### src/common/power_mgmt_pkg.sv
package power_mgmt_pkg;

  // ****************************************************************
  // register map
  // ****************************************************************
  localparam int          CFG_ADDR_W         = 12;
  localparam logic [11:0] CAP_INFO_OFFSET    = 12'h0a0;
  localparam logic [11:0] CTRL_STATUS_OFFSET = 12'h0a4;
  localparam logic [31:0] CAP_INFO_RESET     = 32'h7803c001;
  localparam logic [31:0] CTRL_STATUS_RESET  = 32'h00000008;

  // ****************************************************************
  // power_capability_info fields
  // ****************************************************************
  localparam int WAKE_SUP_MSB      = 31;
  localparam int WAKE_SUP_LSB      = 27;
  localparam int DEEP_DOZE_BIT     = 26;
  localparam int LIGHT_SLEEP_BIT   = 25;
  localparam int AUXILIARY_CURRENT_MSB       = 24;
  localparam int AUXILIARY_CURRENT_LSB       = 22;
  localparam int DEV_INIT_BIT      = 21;
  localparam int CAP_RSVD_BIT      = 20;
  localparam int WAKE_CLK_BIT      = 19;
  localparam int VERSION_MSB       = 18;
  localparam int VERSION_LSB       = 16;
  localparam int NEXT_PTR_MSB      = 15;
  localparam int NEXT_PTR_LSB      = 8;
  localparam int CAPABILITY_IDENTIFIER_MSB        = 7;
  localparam int CAPABILITY_IDENTIFIER_LSB        = 0;

  localparam logic [4:0] WAKE_SUP_DEFAULT = CAP_INFO_RESET[WAKE_SUP_MSB:WAKE_SUP_LSB];
  localparam logic       STATE_ABSENT     = 1'h0;
  localparam logic [2:0] AUXILIARY_CURRENT_VALUE    = 3'h0;
  localparam logic [2:0] VERSION_VALUE    = 3'h3;
  localparam logic [7:0] NEXT_PTR_VALUE   = 8'hc0;
  localparam logic [7:0] CAPABILITY_IDENTIFIER_VALUE     = 8'h01;

  // ****************************************************************
  // power_control_status fields
  // ****************************************************************
  localparam int POWER_DATA_MSB    = 31;
  localparam int POWER_DATA_LSB    = 24;
  localparam int CS_RSVD_HI_MSB    = 23;
  localparam int CS_RSVD_HI_LSB    = 16;
  localparam int WAKE_STATUS_BIT   = 15;
  localparam int DATA_SCALE_MSB    = 14;
  localparam int DATA_SCALE_LSB    = 13;
  localparam int DATA_SEL_MSB      = 12;
  localparam int DATA_SEL_LSB      = 9;
  localparam int WAKE_ENABLE_BIT   = 8;
  localparam int NO_SOFT_RESET_BIT = 3;
  localparam int POWER_STATE_MSB   = 1;
  localparam int POWER_STATE_LSB   = 0;
  localparam int STATE_LANE        = 0;
  localparam int WAKE_EN_LANE      = 1;

  localparam logic [7:0] POWER_DATA_VALUE    = 8'h00;
  localparam logic [1:0] DATA_SCALE_VALUE    = 2'h0;
  localparam logic [3:0] DATA_SEL_VALUE      = 4'h0;
  localparam logic       NO_SOFT_RESET_VALUE = CTRL_STATUS_RESET[NO_SOFT_RESET_BIT];
  localparam logic       WAKE_ENABLE_RESET   = CTRL_STATUS_RESET[WAKE_ENABLE_BIT];

  typedef enum logic [1:0] {
    PS_D0    = 2'h0,
    PS_D1    = 2'h1,
    PS_D2    = 2'h2,
    PS_D3HOT = 2'h3
  } power_state_t;

  localparam power_state_t POWER_STATE_RESET =
    power_state_t'(CTRL_STATUS_RESET[POWER_STATE_MSB:POWER_STATE_LSB]);

endpackage : power_mgmt_pkg

### src/common/pm_ctrl_if.sv
interface pm_ctrl_if;
  import power_mgmt_pkg::*;

  logic         state_wr;
  power_state_t state_wdata;
  logic         wake_en_wr;
  logic         wake_en_wdata;
  power_state_t state;
  logic         wake_en;
  logic         in_d3hot;
  logic         d3_exit;

  modport regs (
    output state_wr, state_wdata, wake_en_wr, wake_en_wdata,
    input  state, wake_en, in_d3hot, d3_exit
  );

  modport ctrl (
    input  state_wr, state_wdata, wake_en_wr, wake_en_wdata,
    output state, wake_en, in_d3hot, d3_exit
  );

endinterface : pm_ctrl_if

### src/rtl/power_mgmt_capability_regs.sv
// Functional notes
// - wake support field bits 31:27 resets to 01111, loaded from eeprom configuration
// - without eeprom information wake support covers states down to d3hot only
// - deep doze support bit 26 always reads zero
// - light sleep support bit 25 always reads zero
// - auxiliary current field 24:22 always reads 000, self powered
// - device specific initialization bit 21 hardwired to zero
// - wake clock bit 19 and reserved bit 20 read zero
// - capability version field 18:16 reads 011
// - next capability pointer 15:8 reads 0xc0
// - capability identifier 7:0 reads 0x01
// - power data byte 31:24 of control word reads 0x00
// - reserved byte 23:16 of control word reads zero
// - wake status bit 15 reads zero, writing one does nothing
// - power data scale field 14:13 reads zero
// - power data select field 12:9 reads zero
// - reset values 0x7803_c001 and 0x0000_0008 for the two words
// - writable power state 1:0, 00 d0 to 11 d3hot, unsupported writes ignored
// - wake enable bit 8 read/write, gates wake signal, cleared from power-off
// - no soft reset bit 3 always reads one
module power_mgmt_capability_regs
  import power_mgmt_pkg::*;
#(
  parameter int ADDR_W = CFG_ADDR_W
) (
  // clock and reset
  input  wire logic              i_sys_clk,
  input  wire logic              i_reset,
  // configuration access
  input  wire logic [ADDR_W-1:0] i_cfg_addr,
  input  wire logic              i_cfg_rd,
  input  wire logic              i_cfg_wr,
  input  wire logic [3:0]        i_cfg_be,
  input  wire logic [31:0]       i_cfg_wdata,
  output      logic [31:0]       o_cfg_rdata,
  output      logic              o_cfg_ack,
  // eeprom configuration
  input  wire logic              i_ee_load,
  input  wire logic [4:0]        i_ee_wake_support,
  // wake event from the board
  input  wire logic              i_wake_event,
  // power state to the bridge core
  output      logic [1:0]        o_power_state,
  output      logic              o_low_power,
  output      logic              o_d3hot_exit,
  output      logic              o_wake_enable,
  output      logic              o_wake_request
);

  // ****************************************************************
  // elaboration checks
  // ****************************************************************
  // the map needs at least eight address bits and offsets hold twelve
  generate
    if (ADDR_W < 8 || ADDR_W > CFG_ADDR_W) begin : g_bad_addr_w
      $error("ADDR_W must lie between 8 and CFG_ADDR_W");
    end
  endgenerate

  // ****************************************************************
  // declarations
  // ****************************************************************
  logic [31:0] cap_word;
  logic [31:0] cs_word;
  logic [31:0] rd_mux;
  logic [31:0] rdata_r;
  logic [31:0] rdata_nxt;
  logic        ack_r;
  logic        ack_nxt;
  logic [4:0]  wake_sup_r;
  logic [4:0]  wake_sup_nxt;
  logic        wake_meta_r;
  logic        wake_sync_r;
  logic        wake_req_r;
  logic        wake_req_nxt;

  pm_ctrl_if pm ();

  // ****************************************************************
  // wake event synchroniser
  // ****************************************************************
  // the board pin is asynchronous; only the second stage is looked at
  always_ff @(posedge i_sys_clk) begin
    if (i_reset) begin
      wake_meta_r <= 1'h0;
      wake_sync_r <= 1'h0;
    end else begin
      wake_meta_r <= i_wake_event;
      wake_sync_r <= wake_meta_r;
    end
  end

  // ****************************************************************
  // address decode
  // ****************************************************************
  // configuration accesses are whole dwords, the low two bits are ignored
  wire logic cap_hit = (i_cfg_addr[ADDR_W-1:2] == CAP_INFO_OFFSET[ADDR_W-1:2]);
  wire logic cs_hit  = (i_cfg_addr[ADDR_W-1:2] == CTRL_STATUS_OFFSET[ADDR_W-1:2]);

  wire logic cs_write   = i_cfg_wr && cs_hit;
  wire logic any_access = i_cfg_rd || i_cfg_wr;

  // ****************************************************************
  // write decode
  // ****************************************************************
  // only the byte lanes holding power state and wake enable are steered;
  // every other lane of either word is dropped without effect
  wire logic state_lane_wr = cs_write && i_cfg_be[STATE_LANE];
  wire logic wake_lane_wr  = cs_write && i_cfg_be[WAKE_EN_LANE];

  wire logic [1:0] state_field = i_cfg_wdata[POWER_STATE_MSB:POWER_STATE_LSB];
  wire logic       wake_field  = i_cfg_wdata[WAKE_ENABLE_BIT];

  assign pm.state_wr      = state_lane_wr;
  assign pm.state_wdata   = power_state_t'(state_field);
  assign pm.wake_en_wr    = wake_lane_wr;
  assign pm.wake_en_wdata = wake_field;

  // a one written to the wake status bit shares lane one with wake enable
  // but no status flop exists, so it is simply not wired anywhere

  // ****************************************************************
  // power state and wake enable registers
  // ****************************************************************
  power_state_ctrl u_state_ctrl (
    .i_sys_clk (i_sys_clk),
    .i_reset   (i_reset),
    .pm        (pm.ctrl)
  );

  // ****************************************************************
  // wake support field
  // ****************************************************************
  // until the eeprom controller delivers a value the field stays at its
  // reset figure, which claims wake support down to d3hot only
  assign wake_sup_nxt = i_ee_load ? i_ee_wake_support : wake_sup_r;

  always_ff @(posedge i_sys_clk) begin
    if (i_reset) begin
      wake_sup_r <= WAKE_SUP_DEFAULT;
    end else begin
      wake_sup_r <= wake_sup_nxt;
    end
  end

  // ****************************************************************
  // power_capability_info word
  // ****************************************************************
  // every field but wake support is a constant, so config writes to this
  // word can never disturb it
  assign cap_word[WAKE_SUP_MSB:WAKE_SUP_LSB] = wake_sup_r;
  assign cap_word[DEEP_DOZE_BIT]             = STATE_ABSENT;
  assign cap_word[LIGHT_SLEEP_BIT]           = STATE_ABSENT;
  assign cap_word[AUXILIARY_CURRENT_MSB:AUXILIARY_CURRENT_LSB]   = AUXILIARY_CURRENT_VALUE;
  assign cap_word[DEV_INIT_BIT]              = 1'h0;
  assign cap_word[CAP_RSVD_BIT]              = 1'h0;
  assign cap_word[WAKE_CLK_BIT]              = 1'h0;
  assign cap_word[VERSION_MSB:VERSION_LSB]   = VERSION_VALUE;
  assign cap_word[NEXT_PTR_MSB:NEXT_PTR_LSB] = NEXT_PTR_VALUE;
  assign cap_word[CAPABILITY_IDENTIFIER_MSB:CAPABILITY_IDENTIFIER_LSB]     = CAPABILITY_IDENTIFIER_VALUE;

  // ****************************************************************
  // power_control_status word
  // ****************************************************************
  localparam int LOW_RSVD_MSB = WAKE_ENABLE_BIT - 1;
  localparam int LOW_RSVD_LSB = NO_SOFT_RESET_BIT + 1;
  localparam int MID_RSVD_BIT = POWER_STATE_MSB + 1;

  assign cs_word[POWER_DATA_MSB:POWER_DATA_LSB] = POWER_DATA_VALUE;
  assign cs_word[CS_RSVD_HI_MSB:CS_RSVD_HI_LSB] = '0;
  assign cs_word[WAKE_STATUS_BIT]               = 1'h0;
  assign cs_word[DATA_SCALE_MSB:DATA_SCALE_LSB] = DATA_SCALE_VALUE;
  assign cs_word[DATA_SEL_MSB:DATA_SEL_LSB]     = DATA_SEL_VALUE;
  assign cs_word[WAKE_ENABLE_BIT]               = pm.wake_en;
  assign cs_word[LOW_RSVD_MSB:LOW_RSVD_LSB]     = '0;
  assign cs_word[NO_SOFT_RESET_BIT]             = NO_SOFT_RESET_VALUE;
  assign cs_word[MID_RSVD_BIT]                  = 1'h0;
  assign cs_word[POWER_STATE_MSB:POWER_STATE_LSB] = pm.state;

  // ****************************************************************
  // read path
  // ****************************************************************
  // an unmapped dword reads as zero; a read in the same cycle as a write
  // returns the value from before that write
  assign rd_mux = cap_hit ? cap_word :
                  cs_hit  ? cs_word  :
                  '0;

  assign rdata_nxt = i_cfg_rd ? rd_mux : '0;
  assign ack_nxt   = any_access;

  always_ff @(posedge i_sys_clk) begin
    if (i_reset) begin
      rdata_r <= '0;
      ack_r   <= 1'h0;
    end else begin
      rdata_r <= rdata_nxt;
      ack_r   <= ack_nxt;
    end
  end

  // ****************************************************************
  // wake signalling
  // ****************************************************************
  // wake enable gates the board event; the request is a registered level
  assign wake_req_nxt = pm.wake_en && wake_sync_r;

  always_ff @(posedge i_sys_clk) begin
    if (i_reset) begin
      wake_req_r <= 1'h0;
    end else begin
      wake_req_r <= wake_req_nxt;
    end
  end

  // ****************************************************************
  // outputs
  // ****************************************************************
  assign o_cfg_rdata    = rdata_r;
  assign o_cfg_ack      = ack_r;
  assign o_power_state  = pm.state;
  assign o_low_power    = pm.in_d3hot;
  assign o_d3hot_exit   = pm.d3_exit;
  assign o_wake_enable  = pm.wake_en;
  assign o_wake_request = wake_req_r;

endmodule : power_mgmt_capability_regs

### src/rtl/power_state_ctrl.sv
module power_state_ctrl
  import power_mgmt_pkg::*;
(
  // clock and reset
  input  wire logic i_sys_clk,
  input  wire logic i_reset,
  // register side
  pm_ctrl_if.ctrl   pm
);

  // ****************************************************************
  // next-state selection
  // ****************************************************************
  // d1 and d2 do not exist here, so a request for them keeps the old state
  wire logic state_supported = (pm.state_wdata == PS_D0) || (pm.state_wdata == PS_D3HOT);
  wire logic state_take      = pm.state_wr && state_supported;

  power_state_t state_r;
  power_state_t state_nxt;
  logic         wake_en_r;
  logic         wake_en_nxt;
  logic         in_d3hot_r;
  logic         d3_exit_r;

  assign state_nxt   = state_take ? pm.state_wdata : state_r;
  assign wake_en_nxt = pm.wake_en_wr ? pm.wake_en_wdata : wake_en_r;

  // ****************************************************************
  // registers
  // ****************************************************************
  always_ff @(posedge i_sys_clk) begin
    if (i_reset) begin
      state_r    <= POWER_STATE_RESET;
      wake_en_r  <= WAKE_ENABLE_RESET;
      in_d3hot_r <= 1'h0;
      d3_exit_r  <= 1'h0;
    end else begin
      state_r    <= state_nxt;
      wake_en_r  <= wake_en_nxt;
      in_d3hot_r <= (state_nxt == PS_D3HOT);
      d3_exit_r  <= (state_r == PS_D3HOT) && (state_nxt == PS_D0);
    end
  end

  assign pm.state    = state_r;
  assign pm.wake_en  = wake_en_r;
  assign pm.in_d3hot = in_d3hot_r;
  assign pm.d3_exit  = d3_exit_r;

endmodule : power_state_ctrl

### config.mk
export PLATFORM = sky130hd
export DESIGN_NAME = power_mgmt_capability_regs
export DESIGN_NICKNAME = d
export VERILOG_FILES = /design/src/common/power_mgmt_pkg.sv /design/src/common/pm_ctrl_if.sv /design/src/rtl/power_mgmt_capability_regs.sv /design/src/rtl/power_state_ctrl.sv
export SDC_FILE = /design/constraint.sdc
export NUM_CORES = 1
export LEC_CHECK = 0
export ABC_AREA = 1
export BUFFER_PORTS_ARGS = -buffer_cell sky130_fd_sc_hd__buf_2
export CAP_MARGIN = 25
export CORE_UTILIZATION = 23
export DETAILED_ROUTE_END_ITERATION = 10
export HOLD_SLACK_MARGIN = 0.08
export PLACE_DENSITY = 0.54
export SYNTH_ARGS = -nofsm -noshare
export SYNTH_HDL_FRONTEND = slang
export SYNTH_HIERARCHICAL = 1
export SYNTH_SLANG_ARGS = --single-unit
### constraint.sdc
create_clock -name i_sys_clk -period 1.4 [get_ports i_sys_clk]
set_input_delay 0.28 -clock i_sys_clk [delete_from_list [all_inputs] [get_ports i_sys_clk]]
set_output_delay 0.28 -clock i_sys_clk [all_outputs]
set_load 0.05 [all_outputs]
* Word-level counts from Yosys, hierarchy flattened
Index checks and enable logic that the tools add are counted.
** Word-level totals
- Register bits :: 46
- Input port bits :: 59
- Output and inout bits :: 39
- Logic and storage cells :: 35
** Operators by class
- Eq/ne operators :: 5
- Multiplexer cells :: 3
- Bitwise logic cells :: 2
- Reductions and logical operators :: 13
** Operators with widths (number)
- $mux W32 :: 1
- $eq A10 B6 Y1 const B :: 2
- $mux W9 :: 1
- $eq A2 B2 Y1 const B :: 3
- $logic_and A1 B1 Y1 :: 6
- $logic_not A2 Y1 :: 2
- $reduce_or A4 Y1 :: 1
- $reduce_or A3 Y1 :: 1
- $logic_or A1 B1 Y1 :: 2
- $mux W2 :: 1
- $not A1 Y1 :: 2
- $reduce_or A2 Y1 :: 1

* Depth between registers and ports, before layout
Gate-level depths: netlist (run 1).
- Word-level depth :: 7
- Depth in mapped cells :: 10
- Depth with buffers taken out :: 10

* Cells and area by module
Netlist (run 1), hierarchy kept.
** By module, submodules not included
- power_mgmt_capability_regs :: times used 1, cells an instance 102, area each 828.3 sq um
- power_state_ctrl :: times used 1, cells an instance 26, area each 200.2 sq um

* Least setup slack after synthesis (run 1)
No wires, ideal clock.
- Path type :: input port to flip-flop
- Start point :: in i_cfg_addr[11]
- End point :: reg u_state_ctrl.in_d3hot_r (netlist: u_state_ctrl/pm.in_d3hot)
- Arrival :: 1132 ps
- Data required time :: 1288 ps
- Slack :: 155 ps
- Stages :: 8
- Path through :: nor2_1 > nand2_1 > nor2_4 > nand3_1 > nor2_1 > nand3_1 > nand2_1 > nor2_1
** Between the ends
- Word-level cells in the longest chain between the ends :: 6
** RTL lines
- from (decl) :: line power_mgmt_capability_regs.sv:30 : input wire logic [ADDR_W-1:0] i_cfg_addr,
- $eq A10 B6 Y1 :: line power_mgmt_capability_regs.sv:98 : wire logic cs_hit = (i_cfg_addr[ADDR_W-1:2] == CTRL_STATUS_OFFSET[ADDR_W-1:2]);
- $logic_and A1 B1 Y1 :: line power_mgmt_capability_regs.sv:100 : wire logic cs_write = i_cfg_wr && cs_hit;
- $logic_and A1 B1 Y1 :: line power_mgmt_capability_regs.sv:108 : wire logic state_lane_wr = cs_write && i_cfg_be[STATE_LANE];
- net pm.state_wr :: line pm_ctrl_if.sv:4 : logic state_wr;
- $logic_and A1 B1 Y1 :: line power_state_ctrl.sv:16 : wire logic state_take = pm.state_wr && state_supported;
- $mux W2 :: line power_state_ctrl.sv:25 : assign state_nxt = state_take ? pm.state_wdata : state_r;
- $eq A2 B2 Y1 :: line power_state_ctrl.sv:40 : in_d3hot_r <= (state_nxt == PS_D3HOT);
- to (signal assigned) :: line power_state_ctrl.sv:40
- to (decl) :: line power_state_ctrl.sv:22 : logic in_d3hot_r;
The timed path passes the listed nets, and every way through them passes these cells.
A chain may end at the register's enable or synchronous reset.

* Worst setup path in the final report (run 1)
- Start point :: reg u_state_ctrl.state_r[0] (netlist: u_state_ctrl/pm.state[0])
- End point :: out o_power_state[0]
** RTL lines
- from (decl) :: line power_state_ctrl.sv:18 : power_state_t state_r;
- from (signal assigned) :: line power_state_ctrl.sv:38 : state_r <= state_nxt;
- to (decl) :: line power_mgmt_capability_regs.sv:43 : output logic [1:0] o_power_state,
No word-level cell between the ends.

==> results of run 1 <==
==> cells in the final DEF, fill, tap and decap left out, drive strengths merged <==
cell / n
a21oi: 7
buf: 47
bufinv: 1
clkbuf: 3
clkinv: 1
conb: 19
dfxtp: 24
inv: 23
nand2: 9
nand3: 7
nand4: 1
nor2: 26
o21ai: 5
==> final cells by class <==
type,instances,area (sq um)
clock buffers,3,41.29
multi-input cells,74,344.1
repair buffers,47,240.2
clock inverters,1,30.03
well taps,50,62.56
inverters,24,90.09
flip-flops and latches,24,480.5
fillers,477,2855
==> layer usage <==
metal  GRT usage, %  part of all wire (%)
met1          8.876                    44
met2          12.62                    46
met3         0.9868                   9.3
met4          4.592                   1.0
met5              0                     0
==> through the flow <==
stage / worst slack, ps / cell area [sq um] / power [mW]
2_1_floorplan: 155.3 / 1096 / 0.9175
3_3_place_gp: -8.880 / 1217 / 0.9184
3_5_place_dp: -34.12 / 1217 / 0.9192
4_1_cts: 147.7 / 1289 / 1.524
5_1_grt: 120.2 / 1289 / 1.566
6_report: 171.1 / 1289 / 1.492
==> flip-flops by register name, summed over array words and instances, names as in the netlist <==
| signal | cells |
|---|---|
| wake_sup_r | 5 |
| o_cfg_ack | 1 |
| u_state_ctrl/pm.state | 2 |
| u_state_ctrl/pm.wake_en | 1 |
| o_cfg_rdata | 10 |
| wake_meta_r | 1 |
| o_wake_request | 1 |
| u_state_ctrl/pm.in_d3hot | 1 |
| u_state_ctrl/pm.d3_exit | 1 |
| wake_sync_r | 1 |
==> synthesized netlist by cell type <==
cell	instances	area, sq um
sky130_fd_sc_hd__a21oi_1	7	35.03
sky130_fd_sc_hd__buf_2	1	5.000
sky130_fd_sc_hd__buf_4	22	165.2
sky130_fd_sc_hd__buf_6	1	11.26
sky130_fd_sc_hd__clkinv_1	1	3.750
sky130_fd_sc_hd__conb_1	1	3.750
sky130_fd_sc_hd__dfxtp_1	24	480.5
sky130_fd_sc_hd__inv_1	23	86.33
sky130_fd_sc_hd__nand2_1	8	30.03
sky130_fd_sc_hd__nand2_2	1	6.260
sky130_fd_sc_hd__nand3_1	3	15.01
sky130_fd_sc_hd__nand3_2	3	30.03
sky130_fd_sc_hd__nand3_4	1	17.52
sky130_fd_sc_hd__nand4_1	1	6.260
sky130_fd_sc_hd__nor2_1	24	90.09
sky130_fd_sc_hd__nor2_2	1	6.260
sky130_fd_sc_hd__nor2_4	1	11.26
sky130_fd_sc_hd__o21ai_0	4	20.02
sky130_fd_sc_hd__o21ai_1	1	5.000
==> worst min-delay path, delay by kind of cell <==
family,cells,cell delay [ps]
simple gates,1,60
buf+inv,2,110
==> where the power goes <==
part / switching (mW) / internal [mW] / leakage [nW]
combinational: 0.162 / 0.0416 / 0.507
sequential: 0.00318 / 0.696 / 0.195
clock: 0.208 / 0.382 / 0.0357
==> path summary, 6_finish.rpt <==
path	from	slack (ps)	depth (start not counted)	to
worst max-delay path	u_state_ctrl/pm.state[0]	170	1	o_power_state[0]
worst min-delay path	i_wake_event	220	3	wake_meta_r
worst max register to register	u_state_ctrl/pm.state[0]	620	4	u_state_ctrl/pm.in_d3hot
worst min register to register	wake_meta_r	410	2	wake_sync_r
==> cell families (layout without fill, tap and decap cells) <==
kind of cell	after synthesis	count (layout)
buffers and inverters	48	75
AND/OR/NAND/NOR	43	43
flip-flops	24	24
AO/OA/AOI/OAI	12	12
other	1	19
==> flow_summary.html, run 1 <==
<table>
<tr><th>Metric</th><th>Value</th></tr>
<tr><th colspan="2">Floorplan</th></tr>
<tr><td>Overall die area</td><td>4743 sq um</td></tr>
<tr><td>Initial Util</td><td>between 20% and 30%</td></tr>
<tr><td>Ports placed on the boundary</td><td>98</td></tr>
<tr><td>Floorplan Core Area</td><td>4144 sq um</td></tr>
<tr><td>X dimension of the die</td><td>68.87 um</td></tr>
<tr><td>Die extent in y</td><td>just under 70 um</td></tr>
<tr><td>Number of rows in the core area</td><td>23</td></tr>
<tr><th colspan="2">Synth</th></tr>
<tr><td>Synth Instances</td><td>128</td></tr>
<tr><td>Unique cell type count in the Yosys netlist</td><td>19</td></tr>
<tr><td>Number of synthesized register bits</td><td>24</td></tr>
<tr><td>Largest family of logic cells by synthesized area</td><td>buffers and inverters</td></tr>
<tr><td>Share of the synthesized area in compound gates (AO/OA/AOI/OAI)</td><td>5.839%</td></tr>
<tr><td>Cell Area, Synth</td><td>1028 sq um</td></tr>
<tr><td>Portion of netlist area occupied by mux cells</td><td>0%</td></tr>
<tr><td>Ys Warns</td><td>6</td></tr>
<tr><td>Xor-xnor portion of the synthesized cell area</td><td>0%</td></tr>
<tr><td>Post-synthesis share of cell area spent on full adders, half adders and majority gates</td><td>0%</td></tr>
<tr><td>Mapped Avg Cell Area</td><td>8.035 sq um</td></tr>
<tr><td>Sequential fraction of the synthesis area</td><td>between 40% and 50%</td></tr>
<tr><td>Simple-gate portion of the synthesized area</td><td>between 20% and 30%</td></tr>
<tr><th colspan="2">Cells and area</th></tr>
<tr><td>Layout overhead on the synthesized area</td><td>25.30%</td></tr>
<tr><td>Share of post-route cells with drive strength above 1</td><td>approximately 34%</td></tr>
<tr><td>Net count reported at finish</td><td>233</td></tr>
<tr><td>Post-Layout Cell Count</td><td>223</td></tr>
<tr><td>Final standard cell utilization of the core</td><td>31.10%</td></tr>
<tr><td>Antenna diode instance count</td><td>0</td></tr>
<tr><th colspan="2">Setup path</th></tr>
<tr><td>Top cell family by delay on the critical path</td><td>flip-flops</td></tr>
<tr><td>Data arrival time of the critical path</td><td>roughly 950 ps</td></tr>
<tr><td>Crit path max-delay cell type</td><td>sky130_fd_sc_hd__dfxtp_1</td></tr>
<tr><td>Max FO, Critical Path</td><td>4</td></tr>
<tr><td>Worst-path cell chain</td><td>buf_2</td></tr>
<tr><td>Class of the most critical setup path</td><td>flop to output port</td></tr>
<tr><td>Required time of the critical path</td><td>1120 ps</td></tr>
<tr><td>Buffers &amp; Inverters on Critical Path</td><td>1</td></tr>
<tr><td>Setup crit end kind</td><td>output port</td></tr>
<tr><td>Startpoint types</td><td>flop</td></tr>
<tr><td>Worst path max stage delay</td><td>roughly 400 ps</td></tr>
<tr><th colspan="2">Global routing</th></tr>
<tr><td>Number of global-route vias before repair</td><td>between 600 and 700</td></tr>
<tr><td>Global-route total usage across every layer</td><td>approximately 7.5%</td></tr>
<tr><td>Residual overflow from global routing</td><td>0</td></tr>
<tr><td>Largest net degree at the start of global routing</td><td>15</td></tr>
<tr><td>Number of antenna violations at the first check in global routing</td><td>0</td></tr>
<tr><td>Wire length of the first global-routing pass</td><td>2.587 mm</td></tr>
<tr><th colspan="2">STA</th></tr>
<tr><td>Setup repair after global routing missed its margin</td><td>false</td></tr>
<tr><td>Total count of hold-check failures in the final report</td><td>0</td></tr>
<tr><td>Setup TNS</td><td>0 ps</td></tr>
<tr><td>Hold Slack</td><td>~220 ps</td></tr>
<tr><td>Period minus WS final</td><td>1229 ps</td></tr>
<tr><td>Final Cycle Share</td><td>87.78%</td></tr>
<tr><td>Count of final max-slew check failures</td><td>0</td></tr>
<tr><td>Final setup viols</td><td>0</td></tr>
<tr><td>Worst clock skew</td><td>3.347 ps</td></tr>
<tr><td>Fmax</td><td>813.8 MHz</td></tr>
<tr><th colspan="2">Placement</th></tr>
<tr><td>Port bufs</td><td>45</td></tr>
<tr><td>Routability Congestion</td><td>0.6794</td></tr>
<tr><td>DP Cell Count</td><td>219</td></tr>
<tr><td>Estimated wirelength of the detail-placed design</td><td>1.403 mm</td></tr>
<tr><th colspan="2">Clock tree</th></tr>
<tr><td>Insertion delay to the later sink of the worst-skew pair</td><td>260 ps</td></tr>
<tr><td>Clock transition time at the flip-flop clock pins of the worst setup and hold paths</td><td>~80 ps</td></tr>
<tr><td>Clock tree from TritonCTS</td><td>built</td></tr>
<tr><td>Post-CTS Hold Buffers</td><td>0</td></tr>
<tr><td>Num Clock Sinks</td><td>24</td></tr>
<tr><td>Post-cts resize count</td><td>0</td></tr>
<tr><td>Max Buffers Root-to-Sink</td><td>2</td></tr>
<tr><td>CTS root buf</td><td>sky130_fd_sc_hd__clkbuf_8</td></tr>
<tr><td>Cts bufs inserted</td><td>3</td></tr>
<tr><td># Post-CTS Setup Buffers</td><td>0</td></tr>
<tr><td>H-tree levels</td><td>1</td></tr>
<tr><th colspan="2">Detailed routing</th></tr>
<tr><td>Wire length after detailed routing</td><td>1.798 mm</td></tr>
<tr><td>Total iterations of the first detailed-routing run</td><td>4</td></tr>
<tr><td>Drt wl/cell</td><td>8.063 um</td></tr>
<tr><td>Drt initial violations</td><td>31</td></tr>
<tr><td>Post-route DRC violation count</td><td>0</td></tr>
<tr><td>Number of nets still failing antenna checks after routing</td><td>0</td></tr>
<tr><td>Vias per std cell</td><td>3.601</td></tr>
<tr><td>Vias</td><td>803</td></tr>
<tr><th colspan="2">Flow run</th></tr>
<tr><td>Max-cap violations</td><td>0</td></tr>
<tr><th colspan="2">Outcome</th></tr>
<tr><td>Outcome</td><td>complete, no violations</td></tr>
<tr><th colspan="2">Hold path</th></tr>
<tr><td>Path category of the worst min-delay check</td><td>input pin to flop</td></tr>
<tr><th colspan="2">Power</th></tr>
<tr><td>Power per standard cell area</td><td>between 1000 and 1500 nW/um^2</td></tr>
<tr><td>Worst IR drop on VDD</td><td>0.5057 mV</td></tr>
<tr><td>Static leakage</td><td>0.7384 nW</td></tr>
</table>
Note: power is estimated with default switching activity, not from simulation.
==> run 2, diff against run 1 <==
--- a/config.mk
+++ b/config.mk
@@ -14,5 +14,4 @@
 export PLACE_DENSITY = 0.54
 export SYNTH_ARGS = -nofsm -noshare
 export SYNTH_HDL_FRONTEND = slang
-export SYNTH_HIERARCHICAL = 1
 export SYNTH_SLANG_ARGS = --single-unit
==> flow_summary.html, run 2 <==
<table>
<tr><th>Metric</th><th>Value</th></tr>
<tr><th colspan="2">STA</th></tr>
<tr><td>Final Cycle Share</td><td>83.61% (-4.2 points)</td></tr>
<tr><td>Total count of hold-check failures in the final report</td><td>0 (unchanged)</td></tr>
<tr><td>Setup repair after global routing missed its margin</td><td>false</td></tr>
<tr><td>Count of final max-slew check failures</td><td>0 (unchanged)</td></tr>
<tr><td>Fmax</td><td>854.4 MHz (+5.0%)</td></tr>
<tr><td>Period minus WS final</td><td>1170 ps (-58.40 ps)</td></tr>
<tr><td>Final setup viols</td><td>0 (unchanged)</td></tr>
<tr><td>Worst clock skew</td><td>2.009 ps (-1.337 ps)</td></tr>
<tr><td>Setup TNS</td><td>0 ps (unchanged)</td></tr>
<tr><td>Hold Slack</td><td>230.2 ps (+11.78 ps)</td></tr>
<tr><th colspan="2">Setup path</th></tr>
<tr><td>R2r startpoint</td><td>u_state_ctrl.pm.state[0]</td></tr>
<tr><td>End point of the critical path</td><td>o_wake_enable</td></tr>
<tr><td>Register-to-register path setup slack</td><td>510 ps (-110 ps)</td></tr>
<tr><td>Max FO, Critical Path</td><td>3 (-1)</td></tr>
<tr><td>Worst-path cell chain</td><td>buf_2</td></tr>
<tr><td>Critical path depth</td><td>1 (unchanged)</td></tr>
<tr><td>Top cell family by delay on the critical path</td><td>flip-flops</td></tr>
<tr><td>Buffers &amp; Inverters on Critical Path</td><td>1 (unchanged)</td></tr>
<tr><td>Setup crit end kind</td><td>output port</td></tr>
<tr><td>CP startpoint</td><td>u_state_ctrl.pm.wake_en</td></tr>
<tr><td>Required time of the critical path</td><td>1120 ps (about the same)</td></tr>
<tr><td>Class of the most critical setup path</td><td>flop to output port</td></tr>
<tr><td>Worst reg-to-reg path cell count</td><td>2 (-2)</td></tr>
<tr><td>Crit path max-delay cell type</td><td>sky130_fd_sc_hd__dfxtp_1</td></tr>
<tr><td>Startpoint types</td><td>flop</td></tr>
<tr><td>Data arrival time of the critical path</td><td>890 ps (-60 ps)</td></tr>
<tr><td>Worst r2r dst</td><td>u_state_ctrl.pm.d3_exit</td></tr>
<tr><td>Worst path max stage delay</td><td>360 ps (-40 ps)</td></tr>
<tr><th colspan="2">Global routing</th></tr>
<tr><td>Wire length of the first global-routing pass</td><td>2.898 mm (+12%)</td></tr>
<tr><td>Largest net degree at the start of global routing</td><td>14 (-1)</td></tr>
<tr><td>Residual overflow from global routing</td><td>0 (unchanged)</td></tr>
<tr><td>Number of antenna violations at the first check in global routing</td><td>0 (unchanged)</td></tr>
<tr><td>Global-route total usage across every layer</td><td>8.356% (+0.89 points)</td></tr>
<tr><td>Number of global-route vias before repair</td><td>698 (+11%)</td></tr>
<tr><th colspan="2">Clock tree</th></tr>
<tr><td>Clock tree from TritonCTS</td><td>built</td></tr>
<tr><td>Post-CTS Hold Buffers</td><td>0 (unchanged)</td></tr>
<tr><td>H-tree levels</td><td>1 (unchanged)</td></tr>
<tr><td>CTS root buf</td><td>sky130_fd_sc_hd__clkbuf_8</td></tr>
<tr><td>Insertion delay to the later sink of the worst-skew pair</td><td>260 ps (about the same)</td></tr>
<tr><td>Num Clock Sinks</td><td>24 (unchanged)</td></tr>
<tr><td># Post-CTS Setup Buffers</td><td>0 (unchanged)</td></tr>
<tr><td>Post-cts resize count</td><td>0 (unchanged)</td></tr>
<tr><td>Max Buffers Root-to-Sink</td><td>2 (unchanged)</td></tr>
<tr><td>Cts bufs inserted</td><td>3 (unchanged)</td></tr>
<tr><td>Clock transition time at the flip-flop clock pins of the worst setup and hold paths</td><td>80 ps (about the same)</td></tr>
<tr><th colspan="2">Synth</th></tr>
<tr><td>Largest family of logic cells by synthesized area</td><td>buffers and inverters</td></tr>
<tr><td>Number of synthesized register bits</td><td>24 (unchanged)</td></tr>
<tr><td>Portion of netlist area occupied by mux cells</td><td>0% (unchanged)</td></tr>
<tr><td>Xor-xnor portion of the synthesized cell area</td><td>0% (unchanged)</td></tr>
<tr><td>Area share of the leading cell type in the synthesized netlist</td><td>46.66% (-0.057 points)</td></tr>
<tr><td>Sequential fraction of the synthesis area</td><td>46.66% (-0.057 points)</td></tr>
<tr><td>Share of the synthesized area in compound gates (AO/OA/AOI/OAI)</td><td>5.346% (-0.49 points)</td></tr>
<tr><td>Ys async rst share</td><td>0% (unchanged)</td></tr>
<tr><td>Mapped Avg Cell Area</td><td>7.408 sq um (-7.8%)</td></tr>
<tr><td>Ys Warns</td><td>0 (-6)</td></tr>
<tr><td>Post-synth EDFFs</td><td>0 (unchanged)</td></tr>
<tr><td>Synth area leader</td><td>sky130_fd_sc_hd__dfxtp_1</td></tr>
<tr><td>Simple-gate portion of the synthesized area</td><td>20.66% (-0.025 points)</td></tr>
<tr><td>Post-synthesis share of cell area spent on full adders, half adders and majority gates</td><td>0% (unchanged)</td></tr>
<tr><td>Cell types occupying the most area after synthesis</td><td>sky130_fd_sc_hd__dfxtp_1 47%, sky130_fd_sc_hd__buf_4 16%, sky130_fd_sc_hd__inv_1 10%</td></tr>
<tr><td>Synth cell count leaders</td><td>28 x sky130_fd_sc_hd__inv_1, 28 x sky130_fd_sc_hd__nor2_1, 24 x sky130_fd_sc_hd__dfxtp_1, 22 x sky130_fd_sc_hd__buf_4, 16 x sky130_fd_sc_hd__nand2_1</td></tr>
<tr><td>Synth Instances</td><td>139 (+8.6%)</td></tr>
<tr><td>Unique cell type count in the Yosys netlist</td><td>14 (-5)</td></tr>
<tr><td>Dominant synthesized flop cell</td><td>sky130_fd_sc_hd__dfxtp_1</td></tr>
<tr><td>Cell Area, Synth</td><td>1030 sq um (+0.12%)</td></tr>
<tr><th colspan="2">Floorplan</th></tr>
<tr><td>Number of rows in the core area</td><td>23 (unchanged)</td></tr>
<tr><td>Initial Util</td><td>24.85% (+0.030 points)</td></tr>
<tr><td>X dimension of the die</td><td>68.91 um (about the same)</td></tr>
<tr><td>Overall die area</td><td>4749 sq um (+0.12%)</td></tr>
<tr><td>Die extent in y</td><td>68.91 um (about the same)</td></tr>
<tr><td>Ports placed on the boundary</td><td>98 (unchanged)</td></tr>
<tr><td>Floorplan Core Area</td><td>4144 sq um (unchanged)</td></tr>
<tr><th colspan="2">Cells and area</th></tr>
<tr><td>Share of post-route cells with drive strength above 1</td><td>28.42% (-5.1 points)</td></tr>
<tr><td>Layout overhead on the synthesized area</td><td>23.81%</td></tr>
<tr><td>Antenna diode instance count</td><td>0 (unchanged)</td></tr>
<tr><td>Most common cell after layout, fill and taps aside</td><td>sky130_fd_sc_hd__buf_2</td></tr>
<tr><td>Net count reported at finish</td><td>243 (+4.3%)</td></tr>
<tr><td>Leading cell types in the layout, fill and taps excluded</td><td>45 x sky130_fd_sc_hd__buf_2, 28 x sky130_fd_sc_hd__nor2_1, 28 x sky130_fd_sc_hd__inv_1</td></tr>
<tr><td>Final standard cell utilization of the core</td><td>30.77% (-0.33 points)</td></tr>
<tr><td>Flip-flop count of the largest register, all copies and words added</td><td>10 (unchanged)</td></tr>
<tr><th colspan="2">Placement</th></tr>
<tr><td>Routability Congestion</td><td>0.7111 (+4.7%)</td></tr>
<tr><td>Estimated wirelength of the detail-placed design</td><td>1.576 mm (+12%)</td></tr>
<tr><td>Port bufs</td><td>45 (unchanged)</td></tr>
<tr><th colspan="2">Power</th></tr>
<tr><td>Worst IR drop on VDD</td><td>0.4251 mV (-16%)</td></tr>
<tr><td>Static leakage</td><td>0.7585 nW (+2.7%)</td></tr>
<tr><td>Power per standard cell area</td><td>1072 nW/um^2 (-7.4%)</td></tr>
<tr><th colspan="2">Flow run</th></tr>
<tr><td>Max-cap violations</td><td>0 (unchanged)</td></tr>
<tr><th colspan="2">Detailed routing</th></tr>
<tr><td>Wire length after detailed routing</td><td>1.917 mm (+6.6%)</td></tr>
<tr><td>Number of nets still failing antenna checks after routing</td><td>0 (unchanged)</td></tr>
<tr><td>Vias</td><td>830 (+3.4%)</td></tr>
<tr><td>Drt initial violations</td><td>19 (-39%)</td></tr>
<tr><td>Vias per std cell</td><td>3.562 (-1.1%)</td></tr>
<tr><td>Post-route DRC violation count</td><td>0 (unchanged)</td></tr>
<tr><td>Drt wl/cell</td><td>8.227 um (+2.0%)</td></tr>
<tr><td>Total iterations of the first detailed-routing run</td><td>4 (unchanged)</td></tr>
<tr><th colspan="2">Hold path</th></tr>
<tr><td>Path category of the worst min-delay check</td><td>input pin to flop</td></tr>
<tr><th colspan="2">Outcome</th></tr>
<tr><td>Outcome</td><td>complete, no violations</td></tr>
</table>
==> run 2: cell count changes in the layout (fill, tap and decap cells not counted), moves of 2 or more <==
cell	previous run	this run
sky130_fd_sc_hd__nand2_1	8	16
sky130_fd_sc_hd__inv_1	23	28
sky130_fd_sc_hd__nor2_1	24	28
sky130_fd_sc_hd__nand3_2	3	0
sky130_fd_sc_hd__a21oi_1	7	5
sky130_fd_sc_hd__o21ai_0	4	6
==> run 2: cells by family after synthesis <==
group | Yosys count
compound gates | 11
flops | 24
buf+inv | 52
simple gates | 51
other cells | 1
==> run 2: metal layers <==
metal / share of wire [%] / vias up / global-route usage (%)
li1: - / 454 / -
met1: 45 / 342 / 10.43
met2: 49 / 34 / 13.83
met3: 6.3 / 0 / 1.974
met4: 0 / 0 / 3.061
met5: 0 / - / 0
==> run 2: through the flow <==
stage | worst slack (ps) | power, mW | instances | area (sq um)
2_1_floorplan | 186.2 | 0.9173 | 157 | 1097
4_1_cts | 215.1 | 1.388 | 233 | 1275
5_1_grt | 145.5 | 1.439 | 233 | 1275
3_5_place_dp | 104.4 | 0.9269 | 229 | 1220
3_3_place_gp | 116.4 | 0.9258 | 229 | 1220
6_report | 229.5 | 1.367 | 233 | 1275
==> run 2: report_power, final <==
group / switching, mW / total (mW) / internal (mW) / leakage [nW]
logic: 0.168 / 0.212 / 0.0442 / 0.534
registers: 0.00349 / 0.699 / 0.696 / 0.195
clock network: 0.205 / 0.455 / 0.250 / 0.0288
==> run 2: cell type report <==
class	count	area, sq um
clock buffers	4	55.05
fillers	477	2869
inverters	28	105.1
multi-input cells	81	339.1
flip-flops and latches	24	480.5
well taps	50	62.56
repair buffers	46	232.7
==> run 2: worst min-delay path by stage <==
| stage | startpoint | endpoint | slack, ps | depth (start not counted) |
|---|---|---|---|---|
| final | i_wake_event | wake_meta_r | 230 | 3 |
| after global routing | i_cfg_wdata[0] | u_state_ctrl.pm.d3_exit | 230 | 2 |
| after CTS | i_wake_event | wake_meta_r | 230 | 3 |
| after detailed placement | wake_meta_r | wake_sync_r | 400 | 2 |
| after global placement | wake_meta_r | wake_sync_r | 390 | 2 |
| after floorplan | i_cfg_wdata[0] | u_state_ctrl.pm.d3_exit | 360 | 1 |
==> run 3, diff against run 2 <==
==> constraint.sdc (replaced) <==
create_clock -name i_sys_clk -period 1.1 [get_ports i_sys_clk]
set_input_delay 0.22 -clock i_sys_clk [delete_from_list [all_inputs] [get_ports i_sys_clk]]
set_output_delay 0.22 -clock i_sys_clk [all_outputs]
set_load 0.05 [all_outputs]
==> flow_summary.html, run 3 (synthesis results as in run 2) <==
<table>
<tr><th>Metric</th><th>Value</th></tr>
<tr><th colspan="2">STA</th></tr>
<tr><td>Count of final max-slew check failures</td><td>0 (unchanged)</td></tr>
<tr><td>Setup repair after global routing missed its margin</td><td>true</td></tr>
<tr><td>Fmax</td><td>approximately 940 MHz</td></tr>
<tr><td>Total count of hold-check failures in the final report</td><td>0 (unchanged)</td></tr>
<tr><td>Setup WS post-layout</td><td>37.66 ps (-191.9 ps)</td></tr>
<tr><td>Final setup viols</td><td>0 (unchanged)</td></tr>
<tr><td>Final Cycle Share</td><td>96.58%</td></tr>
<tr><td>Worst clock skew</td><td>4.325 ps (+2.316 ps)</td></tr>
<tr><td>Hold Slack</td><td>149.1 ps (-81.08 ps)</td></tr>
<tr><td>Period minus WS final</td><td>~1100 ps</td></tr>
<tr><th colspan="2">Setup path</th></tr>
<tr><td>Class of the most critical setup path</td><td>flop to output port</td></tr>
<tr><td>Buffers &amp; Inverters on Critical Path</td><td>1 (unchanged)</td></tr>
<tr><td>CP startpoint</td><td>o_cfg_rdata[8]</td></tr>
<tr><td>Required time of the critical path</td><td>880 ps (-240 ps)</td></tr>
<tr><td>Setup crit end kind</td><td>output port</td></tr>
<tr><td>Worst path max stage delay</td><td>330 ps (-30 ps)</td></tr>
<tr><td>Crit path max-delay cell type</td><td>sky130_fd_sc_hd__dfxtp_1</td></tr>
<tr><td>Startpoint types</td><td>flop</td></tr>
<tr><td>Max FO, Critical Path</td><td>1 (-2)</td></tr>
<tr><td>Data arrival time of the critical path</td><td>840 ps (-50 ps)</td></tr>
<tr><td>Worst-path cell chain</td><td>buf_2</td></tr>
<tr><td>Register-to-register path setup slack</td><td>330 ps (-180 ps)</td></tr>
<tr><td>R2r startpoint</td><td>u_state_ctrl.pm.state[0]</td></tr>
<tr><td>Top cell family by delay on the critical path</td><td>flip-flops</td></tr>
<tr><th colspan="2">Cells and area</th></tr>
<tr><td>Layout overhead on the synthesized area</td><td>27.10%</td></tr>
<tr><td>Post-Layout Cell Count</td><td>235 (+0.86%)</td></tr>
<tr><td>Most common cell after layout, fill and taps aside</td><td>sky130_fd_sc_hd__buf_2</td></tr>
<tr><td>Leading cell types in the layout, fill and taps excluded</td><td>37 x sky130_fd_sc_hd__buf_2, 28 x sky130_fd_sc_hd__nor2_1, 28 x sky130_fd_sc_hd__inv_1</td></tr>
<tr><td>Final standard cell utilization of the core</td><td>31.58% (+0.82 points)</td></tr>
<tr><td>Flip-flop count of the largest register, all copies and words added</td><td>10 (unchanged)</td></tr>
<tr><td>Share of post-route cells with drive strength above 1</td><td>29.73% (+1.3 points)</td></tr>
<tr><td>Final std cell area, no fill</td><td>1309 sq um (+2.7%)</td></tr>
<tr><td>Net count reported at finish</td><td>246 (+1.2%)</td></tr>
<tr><td>Antenna diode instance count</td><td>0 (unchanged)</td></tr>
<tr><th colspan="2">Placement</th></tr>
<tr><td>Worst setup timing slack at the placement stage</td><td>-147.5 ps (-251.9 ps)</td></tr>
<tr><td>Placement Cell Area</td><td>1244 sq um (+1.9%)</td></tr>
<tr><td>DP Cell Count</td><td>232 (+1.3%)</td></tr>
<tr><td>Port bufs</td><td>45 (unchanged)</td></tr>
<tr><td>Estimated wirelength of the detail-placed design</td><td>1.579 mm (+0.23%)</td></tr>
<tr><td>Routability Congestion</td><td>0.8055 (+13%)</td></tr>
<tr><th colspan="2">Floorplan</th></tr>
<tr><td>Ports placed on the boundary</td><td>98 (unchanged)</td></tr>
<tr><td>X dimension of the die</td><td>68.91 um (unchanged)</td></tr>
<tr><td>Initial Util</td><td>24.85% (unchanged)</td></tr>
<tr><td>Number of rows in the core area</td><td>23 (unchanged)</td></tr>
<tr><td>Overall die area</td><td>4749 sq um (unchanged)</td></tr>
<tr><td>Floorplan Core Area</td><td>4144 sq um (unchanged)</td></tr>
<tr><td>Die extent in y</td><td>68.91 um (unchanged)</td></tr>
<tr><th colspan="2">Clock tree</th></tr>
<tr><td>CTS root buf</td><td>sky130_fd_sc_hd__clkbuf_8</td></tr>
<tr><td>H-tree levels</td><td>1 (unchanged)</td></tr>
<tr><td>Num Clock Sinks</td><td>24 (unchanged)</td></tr>
<tr><td>Post-CTS Hold Buffers</td><td>0 (unchanged)</td></tr>
<tr><td>Cts bufs inserted</td><td>3 (unchanged)</td></tr>
<tr><td>Clock tree from TritonCTS</td><td>built</td></tr>
<tr><td>Max Buffers Root-to-Sink</td><td>2 (unchanged)</td></tr>
<tr><td>Clock transition time at the flip-flop clock pins of the worst setup and hold paths</td><td>80 ps (about the same)</td></tr>
<tr><td>Insertion delay to the later sink of the worst-skew pair</td><td>260 ps (about the same)</td></tr>
<tr><th colspan="2">Detailed routing</th></tr>
<tr><td>Number of nets still failing antenna checks after routing</td><td>0 (unchanged)</td></tr>
<tr><td>Post-route DRC violation count</td><td>0 (unchanged)</td></tr>
<tr><td>Drt initial violations</td><td>12 (-7)</td></tr>
<tr><td>Vias per std cell</td><td>3.540 (-0.61%)</td></tr>
<tr><td>Vias</td><td>832 (+0.24%)</td></tr>
<tr><td>Wire length after detailed routing</td><td>1.941 mm (+1.3%)</td></tr>
<tr><td>Total iterations of the first detailed-routing run</td><td>4 (unchanged)</td></tr>
<tr><td>Drt wl/cell</td><td>8.260 um (+0.39%)</td></tr>
<tr><th colspan="2">Outcome</th></tr>
<tr><td>Outcome</td><td>complete, no violations</td></tr>
<tr><th colspan="2">Hold path</th></tr>
<tr><td>Path category of the worst min-delay check</td><td>input pin to flop</td></tr>
<tr><td>Start point of the worst min-delay path</td><td>i_cfg_wdata[0]</td></tr>
<tr><th colspan="2">Global routing</th></tr>
<tr><td>Number of antenna violations at the first check in global routing</td><td>0 (unchanged)</td></tr>
<tr><td>Residual overflow from global routing</td><td>0 (unchanged)</td></tr>
<tr><td>Wire length of the first global-routing pass</td><td>2.973 mm (+2.6%)</td></tr>
<tr><td>Number of global-route vias before repair</td><td>688 (-1.4%)</td></tr>
<tr><td>Largest net degree at the start of global routing</td><td>13 (-1)</td></tr>
<tr><td>Global-route total usage across every layer</td><td>8.654% (+0.30 points)</td></tr>
<tr><th colspan="2">Power</th></tr>
<tr><td>Power per standard cell area</td><td>1273 nW/um^2 (+19%)</td></tr>
<tr><td>Worst IR drop on VDD</td><td>0.4193 mV (-1.3%)</td></tr>
<tr><td>Static leakage</td><td>0.7641 nW (+0.75%)</td></tr>
<tr><th colspan="2">Flow run</th></tr>
<tr><td>Max-cap violations</td><td>0 (unchanged)</td></tr>
</table>
## run 3: changes by cell type in the layout (fill, tap and decap cells not counted), sizes merged
cell	before	now
buf	46	45
clkbuf	4	7
## run 3: worst paths after layout
check	endpoint	depth (start not counted)
worst max-delay path	o_cfg_rdata[8]	1
worst min-delay path	u_state_ctrl.pm.d3_exit	2
worst min register to register	wake_sync_r	2
worst max register to register	u_state_ctrl.pm.d3_exit	2
## run 3: layout make-up
class | count | area, sq um
timing repair buffer | 49 | 279.0
inverter | 28 | 105.1
sequential | 24 | 481.7
fill | 463 | 2835
multi-input combinational | 81 | 339.1
clock buffer | 3 | 41.29
tap | 50 | 62.56
## run 3: power by group
group	switching [mW]	internal, mW	total (mW)	leakage [nW]
combinational	0.214	0.0618	0.276	0.547
sequential	0.00391	0.886	0.890	0.196
clock	0.256	0.244	0.500	0.0216
## run 3: per-layer routing
| layer | up-vias | part of all wire [%] | global-route usage (%) |
|---|---|---|---|
| met5 | - | 0 | 0 |
| met4 | 0 | 1.0 | 4.592 |
| met3 | 2 | 8.2 | 2.303 |
| met2 | 35 | 44 | 13.11 |
| met1 | 336 | 47 | 11.11 |
| li1 | 459 | - | - |
## run 3: timing repair
action	CTS	global route
setup buffers	0	0
endpoints found under the setup margin	2	7
resized for setup	2	9
## run 3: metrics by stage
step | setup TNS, ps | power, mW
floorplan | 0 | 1.168
global placement | -501.3 | 1.184
detailed placement | -586.8 | 1.185
CTS | 0 | 1.686
global route | -47.05 | 1.753
finish | 0 | 1.666
